## config.mk

```make
export PLATFORM = sky130hd
export DESIGN_NAME = asrs_top
export DESIGN_NICKNAME = d
export VERILOG_FILES = /design/src/asrs_pkg.sv /design/src/asrs_top.sv /design/src/asrs_queue_count.sv
export SDC_FILE = /design/constraint.sdc
export NUM_CORES = 1
export LEC_CHECK = 0
export ABC_CLOCK_PERIOD_IN_PS = 2500
export BUFFER_PORTS_ARGS = -buffer_cell sky130_fd_sc_hd__buf_2
export CAP_MARGIN = 15
export CELL_PAD_IN_SITES_DETAIL_PLACEMENT = 1
export CELL_PAD_IN_SITES_GLOBAL_PLACEMENT = 1
export CORE_MARGIN = 5
export CORE_UTILIZATION = 31
export CTS_CLUSTER_DIAMETER = 60
export CTS_CLUSTER_SIZE = 14
export DETAILED_ROUTE_END_ITERATION = 10
export PLACE_DENSITY_LB_ADDON = 0.1
export SYNTH_ARGS = -nofsm -noshare
export SYNTH_HDL_FRONTEND = slang
export SYNTH_SLANG_ARGS = --single-unit
```

## constraint.sdc

```tcl
create_clock -name sys_clk_i -period 2.5 [get_ports sys_clk_i]
set_input_delay 0.375 -clock sys_clk_i [delete_from_list [all_inputs] [get_ports sys_clk_i]]
set_output_delay 0.375 -clock sys_clk_i [all_outputs]
set_load 0.02 [all_outputs]
```

## src/asrs_pkg.sv

```systemverilog
// Package of constants for the alarm status register set
package asrs_pkg;

    // Alarm register bit positions
    localparam int unsigned BIT_QUEUE = 4;
    localparam int unsigned BIT_ALARM_LO = 6;
    localparam int unsigned BIT_ALARM_HI = 9;
    localparam int unsigned BIT_LOWER = 12;
    localparam int unsigned BIT_UPPER = 13;
    localparam int unsigned NUM_ALARMS = 4;
    localparam int unsigned REG_W = 16;

    // Bits that can ever be one; all others read as zero
    localparam logic [15:0] USED_MASK = 16'h33d0;

    // Reset values
    localparam logic [15:0] MASK_RESET = 16'h0000;
    localparam logic [15:0] EVENTS_RESET = 16'h0000;
    localparam logic [15:0] PRESET_VALUE = 16'h0000;

    // Alarm queue depth
    localparam int unsigned QUEUE_DEPTH = 16;
    localparam int unsigned QUEUE_CNT_W = 5;

    // Command codes on the command port
    typedef enum logic [2:0] {
        ASRS_CMD_NONE,
        ASRS_CMD_LIVE_QUERY,
        ASRS_CMD_EVENTS_QUERY,
        ASRS_CMD_MASK_WRITE,
        ASRS_CMD_MASK_QUERY,
        ASRS_CMD_PRESET,
        ASRS_CMD_CLEAR_STATUS
    } asrs_cmd_e;

endpackage : asrs_pkg

```

## src/asrs_top.sv

```systemverilog
// Alarm status register set: live state, latched events and summary mask
// How it works
// - Live state register is read-only; querying it changes nothing.
// - Clear-status empties the alarm queue and clears the queue-not-empty bit.
// - Bit 4 is set while the alarm queue holds any entry.
// - Numbered alarms one to four map to bits 6 through 9.
// - Bit 12 is set when a lower-limit alarm has occurred.
// - Bit 13 is set when an upper-limit alarm has occurred.
// - Every query returns the weighted sum of set bits, an unsigned integer.
// - Mask register accepts a 16-bit value but stores and returns only the used bits, 33d0 hex.
// - Latched events enabled by the mask feed the status byte summary.
// - Preset clears the summary mask to zero.
// - Latched event bits stay set until queried or clear-status.
module asrs_top (
    input wire logic sys_clk_i,
    input wire logic sys_rst_i,
    input wire logic clk_en_i,
    // Command port
    input wire logic cmd_valid_i,
    input wire logic [2:0] cmd_code_i,
    input wire logic [15:0] cmd_data_i,
    output logic resp_valid_o,
    output logic [15:0] resp_data_o,
    // Alarm sources
    input wire logic queue_push_i,
    input wire logic queue_pop_i,
    input wire logic [3:0] alarm_i,
    input wire logic lower_limit_i,
    input wire logic upper_limit_i,
    // Status outputs
    output logic queue_full_o,
    output logic alarm_summary_o
);

    logic [15:0] live_state;
    logic [15:0] live_prev_q;
    logic [15:0] rise;
    logic [15:0] alarm_latched_events_q;
    logic [15:0] alarm_summary_mask_q;
    logic queue_not_empty;
    logic clear_status;
    logic preset;
    logic events_query;
    logic live_query;
    logic mask_write;
    logic mask_query;
    logic summary_q;

    // Keeps only the documented bits, so unused positions never leak out
    function automatic logic [15:0] used_bits(input logic [15:0] v);
        used_bits = v & asrs_pkg::USED_MASK;
    endfunction

    // Matches a command code against the valid strobe; the strobe is an argument
    // So a continuous assignment re-evaluates when the strobe drops under a held code
    function automatic logic is_cmd(input logic valid, input logic [2:0] code,
                                    input asrs_pkg::asrs_cmd_e c);
        is_cmd = valid && (code == 3'(c));
    endfunction

    // Command decode
    assign live_query = is_cmd(cmd_valid_i, cmd_code_i, asrs_pkg::ASRS_CMD_LIVE_QUERY);
    assign events_query = is_cmd(cmd_valid_i, cmd_code_i, asrs_pkg::ASRS_CMD_EVENTS_QUERY);
    assign mask_write = is_cmd(cmd_valid_i, cmd_code_i, asrs_pkg::ASRS_CMD_MASK_WRITE);
    assign mask_query = is_cmd(cmd_valid_i, cmd_code_i, asrs_pkg::ASRS_CMD_MASK_QUERY);
    assign preset = is_cmd(cmd_valid_i, cmd_code_i, asrs_pkg::ASRS_CMD_PRESET);
    assign clear_status = is_cmd(cmd_valid_i, cmd_code_i, asrs_pkg::ASRS_CMD_CLEAR_STATUS);

    // Alarm queue occupancy; clear-status flushes it
    asrs_queue_count u_queue (
        .sys_clk_i(sys_clk_i),
        .sys_rst_i(sys_rst_i),
        .clk_en_i(clk_en_i),
        .push_i(queue_push_i),
        .pop_i(queue_pop_i),
        .flush_i(clear_status),
        .not_empty_o(queue_not_empty),
        .full_o(queue_full_o)
    );

    // Live condition word assembled from the sources
    always_comb begin
        live_state = '0;
        live_state[asrs_pkg::BIT_QUEUE] = queue_not_empty;
        live_state[asrs_pkg::BIT_ALARM_HI:asrs_pkg::BIT_ALARM_LO] = alarm_i;
        live_state[asrs_pkg::BIT_LOWER] = lower_limit_i;
        live_state[asrs_pkg::BIT_UPPER] = upper_limit_i;
        live_state = used_bits(live_state);
    end

    // Previous live word, for rising-edge detection of conditions
    always_ff @(posedge sys_clk_i) begin
        if (sys_rst_i) begin
            live_prev_q <= '0;
        end else if (clk_en_i) begin
            live_prev_q <= live_state;
        end
    end

    assign rise = live_state & ~live_prev_q;

    // Latch rising conditions; a rise in the clearing cycle survives the clear
    always_ff @(posedge sys_clk_i) begin
        if (sys_rst_i) begin
            alarm_latched_events_q <= asrs_pkg::EVENTS_RESET;
        end else if (clk_en_i) begin
            if (events_query || clear_status) begin
                alarm_latched_events_q <= rise;
            end else begin
                alarm_latched_events_q <= alarm_latched_events_q | rise;
            end
        end
    end

    // Summary mask; preset zeroes it, a write keeps only the bits in USED_MASK
    always_ff @(posedge sys_clk_i) begin
        if (sys_rst_i) begin
            alarm_summary_mask_q <= asrs_pkg::MASK_RESET;
        end else if (clk_en_i) begin
            if (preset) begin
                alarm_summary_mask_q <= asrs_pkg::PRESET_VALUE;
            end else if (mask_write) begin
                alarm_summary_mask_q <= used_bits(cmd_data_i);
            end
        end
    end

    // Summary bit toward the status byte register
    always_ff @(posedge sys_clk_i) begin
        if (sys_rst_i) begin
            summary_q <= 1'b0;
        end else if (clk_en_i) begin
            summary_q <= |(alarm_latched_events_q & alarm_summary_mask_q);
        end
    end

    assign alarm_summary_o = summary_q;

    // Query answers, one cycle after the command; reads of live state are pure
    always_ff @(posedge sys_clk_i) begin
        if (sys_rst_i) begin
            resp_valid_o <= 1'b0;
            resp_data_o <= '0;
        end else if (clk_en_i) begin
            resp_valid_o <= live_query || events_query || mask_query;
            if (live_query) begin
                resp_data_o <= live_state;
            end else if (events_query) begin
                resp_data_o <= used_bits(alarm_latched_events_q);
            end else if (mask_query) begin
                resp_data_o <= alarm_summary_mask_q;
            end
        end
    end

endmodule // asrs_top

```

## src/asrs_queue_count.sv

```systemverilog
// Occupancy counter of the alarm queue
module asrs_queue_count (
    input wire logic sys_clk_i,
    input wire logic sys_rst_i,
    input wire logic clk_en_i,
    input wire logic push_i,
    input wire logic pop_i,
    input wire logic flush_i,
    output logic not_empty_o,
    output logic full_o
);

    logic [asrs_pkg::QUEUE_CNT_W-1:0] count_q;

    // Flush wins over push and pop; a full queue drops further entries
    always_ff @(posedge sys_clk_i) begin
        if (sys_rst_i) begin
            count_q <= '0;
        end else if (clk_en_i) begin
            if (flush_i) begin
                count_q <= '0;
            end else if (push_i && !full_o && !(pop_i && not_empty_o)) begin
                count_q <= count_q + 1'b1;
            end else if (pop_i && not_empty_o && !push_i) begin
                count_q <= count_q - 1'b1;
            end
        end
    end

    assign not_empty_o = (count_q != '0);
    assign full_o = (count_q == asrs_pkg::QUEUE_CNT_W'(asrs_pkg::QUEUE_DEPTH));

endmodule // asrs_queue_count

```

# [After elaboration in Yosys (flattened, before gate mapping)]
# Cells that the tools add are included.
[op_classes] addsub=2 mux=9 n_reduce_logical=24 bitwise_logic=4 n_eq_ne=7
[op_table] op="two-way mux 16 bit" count=6
[op_table] op="AND 14 x 16 -> 16 bit" count=1
[op_table] op="AND 16 bit" count=1
[op_table] op="NOT 14 -> 16 bit" count=1
[op_table] op="OR 16 bit" count=1
[op_table] op="OR reduction 16 bit" count=1
[op_table] op="two-way mux 5 bit" count=3
[op_table] op="logical AND 1 bit" count=10
[op_table] op="equality test 3 bit (second input constant)" count=3
[op_table] op="equality test 3 x 2 -> 1 bit (second input constant)" count=2
[op_table] op="AND reduction 2 bit" count=3
[op_table] op="nonzero test 3 bit" count=2
[op_table] op="adder 5 x 1 -> 5 bit (second input constant)" count=1
[op_table] op="equality test 5 bit (second input constant)" count=1
[op_table] op="nonzero test 5 bit" count=1
[op_table] op="subtractor 5 x 1 -> 5 bit (second input constant)" count=1
[op_table] op="equality test 3 x 1 -> 1 bit (second input constant)" count=1
[op_table] op="logical NOT 1 bit" count=3
[op_table] op="logical OR 1 bit" count=3
[op_table] op="nonzero test 2 bit" count=1
[word_totals] in_bits=31 wordCells=53 out_inout_bits=19 register_bits=62

# [Depth between registers and ports, before layout]
# Gate-level depths: netlist of the first run.
[logic_depth] ltp_word=6 mapped_depth=8 mapped_depth_nobuf=7

# [Hierarchy]
# A second synthesis of the first run with hierarchy kept.
[hier_totals] hier_cells=229 area_unflattened_um2=2013.2
[modules_own_cells] module="asrs_top" seq_area_each_um2=600.6 cells_each=171 instances=1 area_per_inst_um2=1527.7
[modules_own_cells] module="asrs_queue_count" seq_area_each_um2=100.1 cells_each=58 instances=1 area_per_inst_um2=485.5

# [Worst setup path before layout of the first run]
# Ideal clock, no wire load.
[synth_path] path_type="register to register" from="register u_queue.count_q[0] (netlist name)" to="register u_queue.count_q[4] (netlist name)" arrival_time_ns=2.392 required_time_ns=2.409 synth_period_minus_slack_ns=2.482 path_stages_with_launch=9 setup_slack_ns=0.018 path_buffers=1 setup_ns=0.091 path_cell_list="dfxtp_1 or4_4 buf_6 o211ai_4 ha_1 a21o_1 a2111oi_0 a311oi_1 a311oi_1"
[synth_between] elab_chain_len=6 word_cells_on_any_way=15 cone_classes="add/sub (2); eq/ne (1); mux (3); reduce/logical (9)"
[synth_rtl] item="start, declared" line_no="asrs_queue_count.sv:13" text="logic [asrs_pkg::QUEUE_CNT_W-1:0] count_q;"
[synth_rtl] item="start signal, assigned" line_no="asrs_queue_count.sv:23" text="count_q <= count_q + 1'b1;"
[synth_rtl] item="start signal, assigned" line_no="asrs_queue_count.sv:25" text="count_q <= count_q - 1'b1;"
[synth_rtl] item="parallel branches: the longest is 6 deep, another holds subtractor 5 x 1 -> 5 bit"
# Parallel ways; which one is timed is not known. The select of a mux whose other input is x is not followed.
# A chain may end at the register's enable or synchronous reset.

# [Worst setup path in the final report of the first run]
[layout_path] from="register u_queue.count_q[3] (netlist name)" to="register u_queue.count_q[4] (netlist name)"
# Same word-level chain as after synthesis.

==> qor.yml, run 1 <==
status: "finished, final reports clean"
post-dp-hpwl_mm: 3.478
worst-r2r-cell-count: 7
critPathKind: "reg2reg"
cts_sinks: 35
drive_above_1_share: 0.2417
tritoncts.num_buffers: 5
holdCritPathClass: "in2reg"
fillCellCount: 723
global_route.overflow_total: 0
synth_edf_count: 0
grt_first_pass_wirelength_mm: 7.659
via_count_of_the_first_global_routing_pass: 1567
timing_worst_slew_pin_value_ps: 686.6
r2r_slack_ps: 100
regToRegEndpoint: "u_queue.count_q[4]"
grt_start_max_net_pins: 39
power.leakage_uw: 0.0008661
post_route_clock_period_utilization: 0.9586
synth.yosys.warnings: 0
core_region_area_um2: 5816
floorplan.initialDensity: 0.3137
antenna_cells_inserted: 0
synth-main-ff-cell: "sky130_fd_sc_hd__dfxtp_1"
crit_start: "u_queue.count_q[3]"
grt_antenna_before_repair: 0
cp.arrival_ps: 2600
p_per_area_nw_per_um2: 682.0
maxCapViolCount: 0
drt_pre_antenna_iters: 4
clock_tree.htree_level_count: 2
synth_area_leaders: "sky130_fd_sc_hd__dfxtp_1, sky130_fd_sc_hd__nor2_1, sky130_fd_sc_hd__a21oi_1, sky130_fd_sc_hd__mux2i_1, sky130_fd_sc_hd__nand2_1"
placementRows: 28
route.antenna.remaining_nets: 0
clkSlewWorstSetupHoldPaths_ps: 80
setup.worst_path.end: "u_queue.count_q[4]"
async_flop_share: 0
synth_seq_cells: 35
clock_root_buffer: "sky130_fd_sc_hd__clkbuf_8"
worst-path-max-fanout: 4
yosysSeqAreaShare: 0.3841
report.final.slew_viol_count: 0
final.min_clock_period_ps: 2396
design.die.area_um2: 7519
placed_cell_area_um2: 2033
share_of_the_synthesized_area_in_the_top_cell_type: 0.3841
setup.worst_path.end_class: "flop"
route.detailed.drc: 0
insertion_delay_ps: 280
post-route-util: 0.3733
cts-root-to-sink-buffers: 2
final_net_count: 276
hold_ws_ps: 330.1
post_synth_instance_area_um2: 1824
drt-wirelength-per-cell_um: 14.91
syn_avg_cell_area_um2: 8.899
clock-skew-final_ps: 11.38
post_synth_inst_count: 205
detail_route.iter0.violations: 69
place.port_buffers: 31
cts_tree: "done"
r2r-start: "u_queue.count_q[3]"
die_h_um: 86.71
synth.distinct_cells: 49
final-hold-violation-count: 0
ios: 50
vias_per_cell: 4.917
grt_util_all_layers: 0.1309
max_clock_freq_mhz: 417.3
cp_data_required_time_ps: 2700
ir_drop_mv: 0.2646
timing.slew.headroom: 0.5423
layout-area-overhead-vs-synth_pct: 19.00
most_area_hungry_cell_type_in_the_yosys_netlist: "sky130_fd_sc_hd__dfxtp_1"
wirelength_mm: 4.697
setup_violations: 0
dr_total_vias: 1549
post-route-cell-area_um2: 2171
critPathLaunchType: "flop"
die-width_um: 86.71
weighted_congestion_reported_at_the_end_of_routability_driven_placement: 0.7144
-- cell usage in the layout (no fill, tap or decap), drive strengths merged, types with 5 or more instances in the layout --
master,instances
nor2,30
nand2,21
a22oi,7
mux2i,9
conb,9
clkbuf,6
nand2b,5
a21o,5
a21oi,18
a211o,5
buf,41
dfxtp,35
-- cell usage after synthesis, types with 3 or more instances --
cell type                   number
sky130_fd_sc_hd__ha_1            3
sky130_fd_sc_hd__a22oi_1         7
sky130_fd_sc_hd__nand2_1        21
sky130_fd_sc_hd__nor2_1         30
sky130_fd_sc_hd__buf_4          10
sky130_fd_sc_hd__a2111oi_0       3
sky130_fd_sc_hd__a211o_1         5
sky130_fd_sc_hd__dfxtp_1        35
sky130_fd_sc_hd__a21o_1          4
sky130_fd_sc_hd__a211oi_1        3
sky130_fd_sc_hd__mux2i_1         9
sky130_fd_sc_hd__nand2b_1        5
sky130_fd_sc_hd__buf_1           3
sky130_fd_sc_hd__a21oi_1        18
sky130_fd_sc_hd__clkbuf_1        4
sky130_fd_sc_hd__inv_1           3
sky130_fd_sc_hd__o2bb2ai_1       3
-- final cells by class --
class	instances	area [um^2]	share of cell area
Sequential cell	35	705.7	0.3251
Multi-Input combinational cell	154	1050	0.4836
Timing Repair Buffer	41	234.0	0.1078
Clock buffer	6	72.57	0.03343
Tap cell	75	93.84	0.04323
Inverter	4	15.01	0.006916
-- power breakdown --
group	internal [uW]	leakage, uW	switching [uW]
logic	220	0.000542	234
registers	602	0.000287	49.3
clock network	186	0.0000371	190
-- per-stage QoR --
stage	setup WS (ps)	cells	TNS (ps)	total power (uW)
6_report	103.6	315	0	1481
5_1_grt	-36.01	315	-36.01	1578
4_1_cts	17.30	314	0	1461
3_5_place_dp	-2.873	306	-2.873	1053
3_3_place_gp	90.36	306	0	1040
2_1_floorplan	17.52	213	0	960.9
-- timing repair --
| item | CTS | global route |
|---|---|---|
| endpoints found under the setup margin | 1 | 1 |
| gates resized for setup | 2 | 7 |
| pin swaps | 2 | 6 |
| hold buffers | 0 | 0 |
| setup buffers | 2 | 1 |
| hold endpoints to repair | 0 | 0 |
-- worst min path at each step --
| stage | start | slack, ps | cells past startpoint | end |
|---|---|---|---|---|
| floorplan | alarm_latched_events_q[4] | 440 | 2 | alarm_latched_events_q[4] |
| global placement | resp_data_o[4] | 430 | 1 | resp_data_o[4] |
| finish | cmd_data_i[7] | 330 | 3 | alarm_summary_mask_q[7] |
| global route | cmd_data_i[7] | 330 | 3 | alarm_summary_mask_q[7] |
| CTS | cmd_data_i[8] | 320 | 3 | alarm_summary_mask_q[8] |
| detailed placement | resp_data_o[4] | 430 | 1 | resp_data_o[4] |
-- cell families after synthesis --
kind of cell,Yosys count,synth area share
adders and majority gates,4,0.03155
DFF,35,0.3841
AOI/OAI and AO/OA,59,0.2586
and+or+nand+nor,69,0.1797
other,1,0.002056
buffers and inverters,24,0.07544
muxes,9,0.04938
xor gates and xnor gates,4,0.01921
-- registers in the layout (all words and copies together) (netlist names) --
signal	flops
u_queue.count_q	5
live_prev_q	7
resp_data_o	7
resp_valid_o	1
alarm_summary_o	1
alarm_latched_events_q	7
alarm_summary_mask_q	7
-- worst max-delay path, stage by stage (launching register included) --
cell	delay, ps
sky130_fd_sc_hd__dfxtp_4	370
sky130_fd_sc_hd__or4_4	560
sky130_fd_sc_hd__o211ai_4	280
sky130_fd_sc_hd__ha_4	250
sky130_fd_sc_hd__a21o_1	180
sky130_fd_sc_hd__a2111oi_2	330
sky130_fd_sc_hd__a311oi_1	90
sky130_fd_sc_hd__a311oi_1	250
-- routing by layer --
layer,global-route usage,vias to the layer above,part of all wire
li1,-,787,-
met1,0.1703,732,0.47
met2,0.2100,24,0.48
met3,0.02757,6,0.030
met4,0.05382,0,0.013
met5,0,-,0
(Power assumes the default switching activity.)
==> run 2: changes to the inputs <==
--- a/config.mk
+++ b/config.mk
@@ -12,6 +12,7 @@
 export CELL_PAD_IN_SITES_GLOBAL_PLACEMENT = 1
 export CORE_MARGIN = 5
 export CORE_UTILIZATION = 31
+export CTS_BUF_LIST = sky130_fd_sc_hd__clkbuf_4 sky130_fd_sc_hd__clkbuf_8
 export CTS_CLUSTER_DIAMETER = 60
 export CTS_CLUSTER_SIZE = 14
 export DETAILED_ROUTE_END_ITERATION = 10
==> qor.yml, run 2 (synthesis gave the netlist of run 1 again) <==
global_route.overflow_total: 0
worst-path-max-fanout: 4
post-route-cell-area_um2: 2175
insertion_delay_ps: 280
final_net_count: 276
cts_tree: "done"
wirelength_mm: 4.697
hold_path.startpoint: "cmd_data_i[7]"
layout.cells.non_filler: 315
p_per_area_nw_per_um2: 685.8
placementRows: 28
cp.arrival_ps: 2600
clock_root_buffer: "sky130_fd_sc_hd__clkbuf_8"
floorplan.initialDensity: 0.3137
hold_end: "alarm_summary_mask_q[7]"
design.die.area_um2: 7519
report.final.slew_viol_count: 0
clock-skew-final_ps: 11.45
route.antenna.remaining_nets: 0
layout_setup_ws_ps: 103.6
holdCritPathClass: "in2reg"
cp_data_required_time_ps: 2700
cts-hold-fix-buffers: 0
fin_total_pwr_uw: 1491
placed_cell_area_um2: 2033
timing_worst_slew_pin_value_ps: 686.6
post-dp-hpwl_mm: 3.478
hold_path_depth: 3
mostFrequentLayoutCells: "sky130_fd_sc_hd__dfxtp_1, sky130_fd_sc_hd__buf_2, sky130_fd_sc_hd__nor2_1, sky130_fd_sc_hd__nand2_1, sky130_fd_sc_hd__a21oi_1"
layout-area-overhead-vs-synth_pct: 19.20
route.detailed.drc: 0
post_route_clock_period_utilization: 0.9586
power.leakage_uw: 0.0008696
place.port_buffers: 31
hold_ws_ps: 330.2
maxCapViolCount: 0
cts-root-to-sink-buffers: 2
cts_sinks: 35
antenna_cells_inserted: 0
tritoncts.num_buffers: 5
dr_total_vias: 1549
weighted_congestion_reported_at_the_end_of_routability_driven_placement: 0.7144
fillCellCount: 722
final.min_clock_period_ps: 2396
setup_violations: 0
drt_pre_antenna_iters: 4
worst-r2r-cell-count: 7
grt_start_max_net_pins: 39
r2r-start: "u_queue.count_q[3]"
final-hold-violation-count: 0
mostFrequentLayoutCell: "sky130_fd_sc_hd__dfxtp_1"
crit_start: "u_queue.count_q[3]"
clock_tree.htree_level_count: 2
regToRegEndpoint: "u_queue.count_q[4]"
critPathLaunchType: "flop"
place_ws_ps: -2.873
detail_route.iter0.violations: 69
dpl.cell_count: 306
drive_above_1_share: 0.2458
timing.slew.headroom: 0.5423
grt_first_pass_wirelength_mm: 7.659
vias_per_cell: 4.917
ir_drop_mv: 0.2646
clkSlewWorstSetupHoldPaths_ps: 80
die-width_um: 86.71
ios: 50
critPathKind: "reg2reg"
die_h_um: 86.71
max_clock_freq_mhz: 417.3
grt_antenna_before_repair: 0
status: "finished, final reports clean"
via_count_of_the_first_global_routing_pass: 1567
drt-wirelength-per-cell_um: 14.91
r2r_slack_ps: 100
core_region_area_um2: 5816
grt_util_all_layers: 0.1309
setup.worst_path.end_class: "flop"
==> run 2: cell types whose count changed in the layout (fill, tap and decap cells not counted) <==
cell                       before  now
sky130_fd_sc_hd__clkbuf_4       0    1
sky130_fd_sc_hd__clkbuf_1       1    0
==> run 2: metrics by stage <==
| step | utilization | setup TNS [ps] |
|---|---|---|
| after global placement | 0.3496 | 0 |
| after CTS | 0.3677 | 0 |
| after global routing | 0.3739 | -36.01 |
| final | 0.3739 | 0 |
| after detailed placement | 0.3496 | -2.873 |
| after floorplan | - | 0 |
==> run 2: worst max path at each step <==
stage,cells after the start,endpoint
floorplan,8,u_queue.count_q[4]
global placement,7,u_queue.count_q[4]
detailed placement,7,u_queue.count_q[4]
CTS,7,u_queue.count_q[4]
global route,7,u_queue.count_q[4]
finish,7,u_queue.count_q[4]
==> run 2: area by class of cell <==
cell class / instances / area, um^2 / share of cell area
clock buffers: 6 / 76.32 / 0.03510
flip-flops and latches: 35 / 705.7 / 0.3245
multi-input cells: 154 / 1050 / 0.4827
inverters: 4 / 15.01 / 0.006904
repair buffers: 41 / 234.0 / 0.1076
well taps: 75 / 93.84 / 0.04315
==> run 2: critical path: stages (launching register included) <==
cell                        delay [ps]
sky130_fd_sc_hd__dfxtp_4           370
sky130_fd_sc_hd__or4_4             560
sky130_fd_sc_hd__o211ai_4          280
sky130_fd_sc_hd__ha_4              250
sky130_fd_sc_hd__a21o_1            180
sky130_fd_sc_hd__a2111oi_2         330
sky130_fd_sc_hd__a311oi_1           90
sky130_fd_sc_hd__a311oi_1          250
==> run 2: power breakdown <==
group          internal (uW)  total (uW)  switching, uW
combinational            220         454            234
clock                    197         386            190
sequential               602         651           49.3
==> run 2: per-layer routing <==
layer | vias to the layer above | global-route usage | wire [um]
li1 | 787 | - | -
met1 | 732 | 0.1703 | 2214
met2 | 24 | 0.2100 | 2277
met3 | 6 | 0.02757 | 142
met4 | 0 | 0.05382 | 63
met5 | - | 0 | 0
==> run 2: timing repair <==
action	4_1_cts	5_1_grt
buffers inserted	2	1
pin swaps	2	6
gates resized for setup	2	7
setup endpoints to repair	1	1
==> run 3: changes to the inputs <==
==> constraint.sdc (replaced) <==
create_clock -name sys_clk_i -period 2.5 [get_ports sys_clk_i]
set_input_delay 0.125 -clock sys_clk_i [delete_from_list [all_inputs] [get_ports sys_clk_i]]
set_output_delay 0.125 -clock sys_clk_i [all_outputs]
set_load 0.02 [all_outputs]
==> qor.yml, run 3 (synthesis gave the netlist of run 1 again) <==
clock_root_buffer: "sky130_fd_sc_hd__clkbuf_8"
cts_tree: "done"
final.min_clock_period_ps: 2353
power.leakage_uw: 0.0008627
p_per_area_nw_per_um2: 690.1
dr_total_vias: 1553
placementRows: 28
tritoncts.num_buffers: 5
detailroute.wirelength.met2_mm: 2.190
weighted_congestion_reported_at_the_end_of_routability_driven_placement: 0.7060
critPathLaunchType: "flop"
post-dp-hpwl_mm: 3.530
grt_first_pass_wirelength_mm: 7.907
clkSlewWorstSetupHoldPaths_ps: 70
vias_per_cell: 4.946
drive_above_1_share: 0.2427
global_route.overflow_total: 0
m1WireLength_mm: 2.307
die_h_um: 86.71
critPathKind: "reg2reg"
worst-path-max-fanout: 5
route.antenna.remaining_nets: 0
drt-wirelength-per-cell_um: 15.17
setup_repair_after_global_routing_missed_its_margin: "false"
mostFrequentLayoutCell: "sky130_fd_sc_hd__dfxtp_1"
placed_cell_area_um2: 2018
holdCritPathClass: "in2reg"
setup.worst_path.end_class: "flop"
cpMostUsedCell: "sky130_fd_sc_hd__a311oi_1"
insertion_delay_ps: 290
drt_pre_antenna_iters: 4
tns_ps: 0
wirelength_mm: 4.762
r2r-start: "u_queue.count_q[0]"
layout-area-overhead-vs-synth_pct: 17.70
final_net_count: 273
maxCapViolCount: 0
crit_slowest_cell: "sky130_fd_sc_hd__or4_4"
max_clock_freq_mhz: 425.0
cp_data_required_time_ps: 2700
clock_tree.htree_level_count: 2
highest-signal-layer: "met4"
core_region_area_um2: 5816
regToRegEndpoint: "u_queue.count_q[4]"
r2r_slack_ps: 150
mostFrequentLayoutCells: "sky130_fd_sc_hd__dfxtp_1, sky130_fd_sc_hd__buf_2, sky130_fd_sc_hd__nor2_1, sky130_fd_sc_hd__nand2_1, sky130_fd_sc_hd__a21oi_1"
post-route-cell-area_um2: 2147
fin_total_pwr_uw: 1482
setup_violations: 0
setup.worst_path.end: "u_queue.count_q[4]"
final-hold-violation-count: 0
grt_start_max_net_pins: 39
cts_sinks: 35
detail_route.iter0.violations: 39
report.final.slew_viol_count: 0
post-route-util: 0.3692
ios: 50
grt_util_all_layers: 0.1332
die-width_um: 86.71
place.port_buffers: 31
cp.arrival_ps: 2550
crit_start: "u_queue.count_q[0]"
post_route_clock_period_utilization: 0.9412
worst-r2r-cell-count: 7
cts-hold-fix-buffers: 0
slowest_delay_ps: 560
design.die.area_um2: 7519
floorplan.initialDensity: 0.3137
timing.slew.headroom: 0.5398
status: "finished, final reports clean"
cp_cell_sequence: "or4_4 -> o211ai_4 -> ha_4 -> a21o_1 -> a2111oi_2 -> a311oi_1 -> a311oi_1"
route.detailed.drc: 0
dr_wl_met3_um: 205
cts-root-to-sink-buffers: 2
dpl.cell_count: 304
ir_drop_mv: 0.2489
timing_worst_slew_pin_value_ps: 690.2
via_count_of_the_first_global_routing_pass: 1573
grt_antenna_before_repair: 0
hold_path.startpoint: "cmd_data_i[7]"
layout.cells.non_filler: 314
antenna_cells_inserted: 0
clock-skew-final_ps: 2.231
run 3: cell count changes in the layout (fill, tap and decap cells not counted), sizes merged:
| cell | before | now |
|---|---|---|
| buf | 41 | 38 |
| clkbuf | 6 | 5 |
| clkinv | 1 | 4 |
run 3: how the worst min path moves through the flow:
stage / cells after the start / end
after floorplan: 2 / live_prev_q[13]
after global placement: 3 / alarm_summary_mask_q[8]
after detailed placement: 3 / alarm_summary_mask_q[4]
after CTS: 3 / alarm_summary_mask_q[4]
after global routing: 3 / alarm_summary_mask_q[4]
final: 3 / alarm_summary_mask_q[7]
run 3: through the flow:
step           hold WS (ps)  setup WS [ps]
2_1_floorplan         272.2          17.52
3_3_place_gp          358.7          94.12
3_5_place_dp          369.3          38.37
4_1_cts               58.44          21.06
5_1_grt               63.94          32.63
6_report              66.72          147.0
run 3: layout make-up:
| type | instances | area [um^2] |
|---|---|---|
| clock buffers | 5 | 68.82 |
| clock inverters | 3 | 15.01 |
| fillers | 737 | 3669 |
| inverters | 4 | 15.01 |
| multi-input cells | 154 | 1037 |
| flip-flops and latches | 35 | 709.4 |
| well taps | 75 | 93.84 |
| repair buffers | 38 | 207.7 |
run 3: power breakdown:
part | internal [uW] | switching, uW | leakage (uW) | total, uW
Clock | 191 | 217 | 0.0000477 | 408
Sequential | 603 | 47.5 | 0.000288 | 650
Combinational | 201 | 222 | 0.000527 | 423
Total | 994 | 487 | 0.000863 | 1480
run 3: timing repair:
item / CTS / global route
buffers inserted: 0 / 2
setup endpoints to repair: 0 / 1
gates resized for setup: 0 / 9
run 3: worst max-delay path: cells and delay by family, from the launching register on:
kind	cells	cell delay (ps)
AO/OA/AOI/OAI	5	1100
AND/OR/NAND/NOR	1	560
flip-flops	1	360
adder cells (fa/ha/maj)	1	260
run 3: layer usage:
metal	global-route usage	vias to the layer above
met3	0.02947	6
met4	0.05099	0
met5	0	-
met1	0.1741	734
li1	-	784
met2	0.2135	29
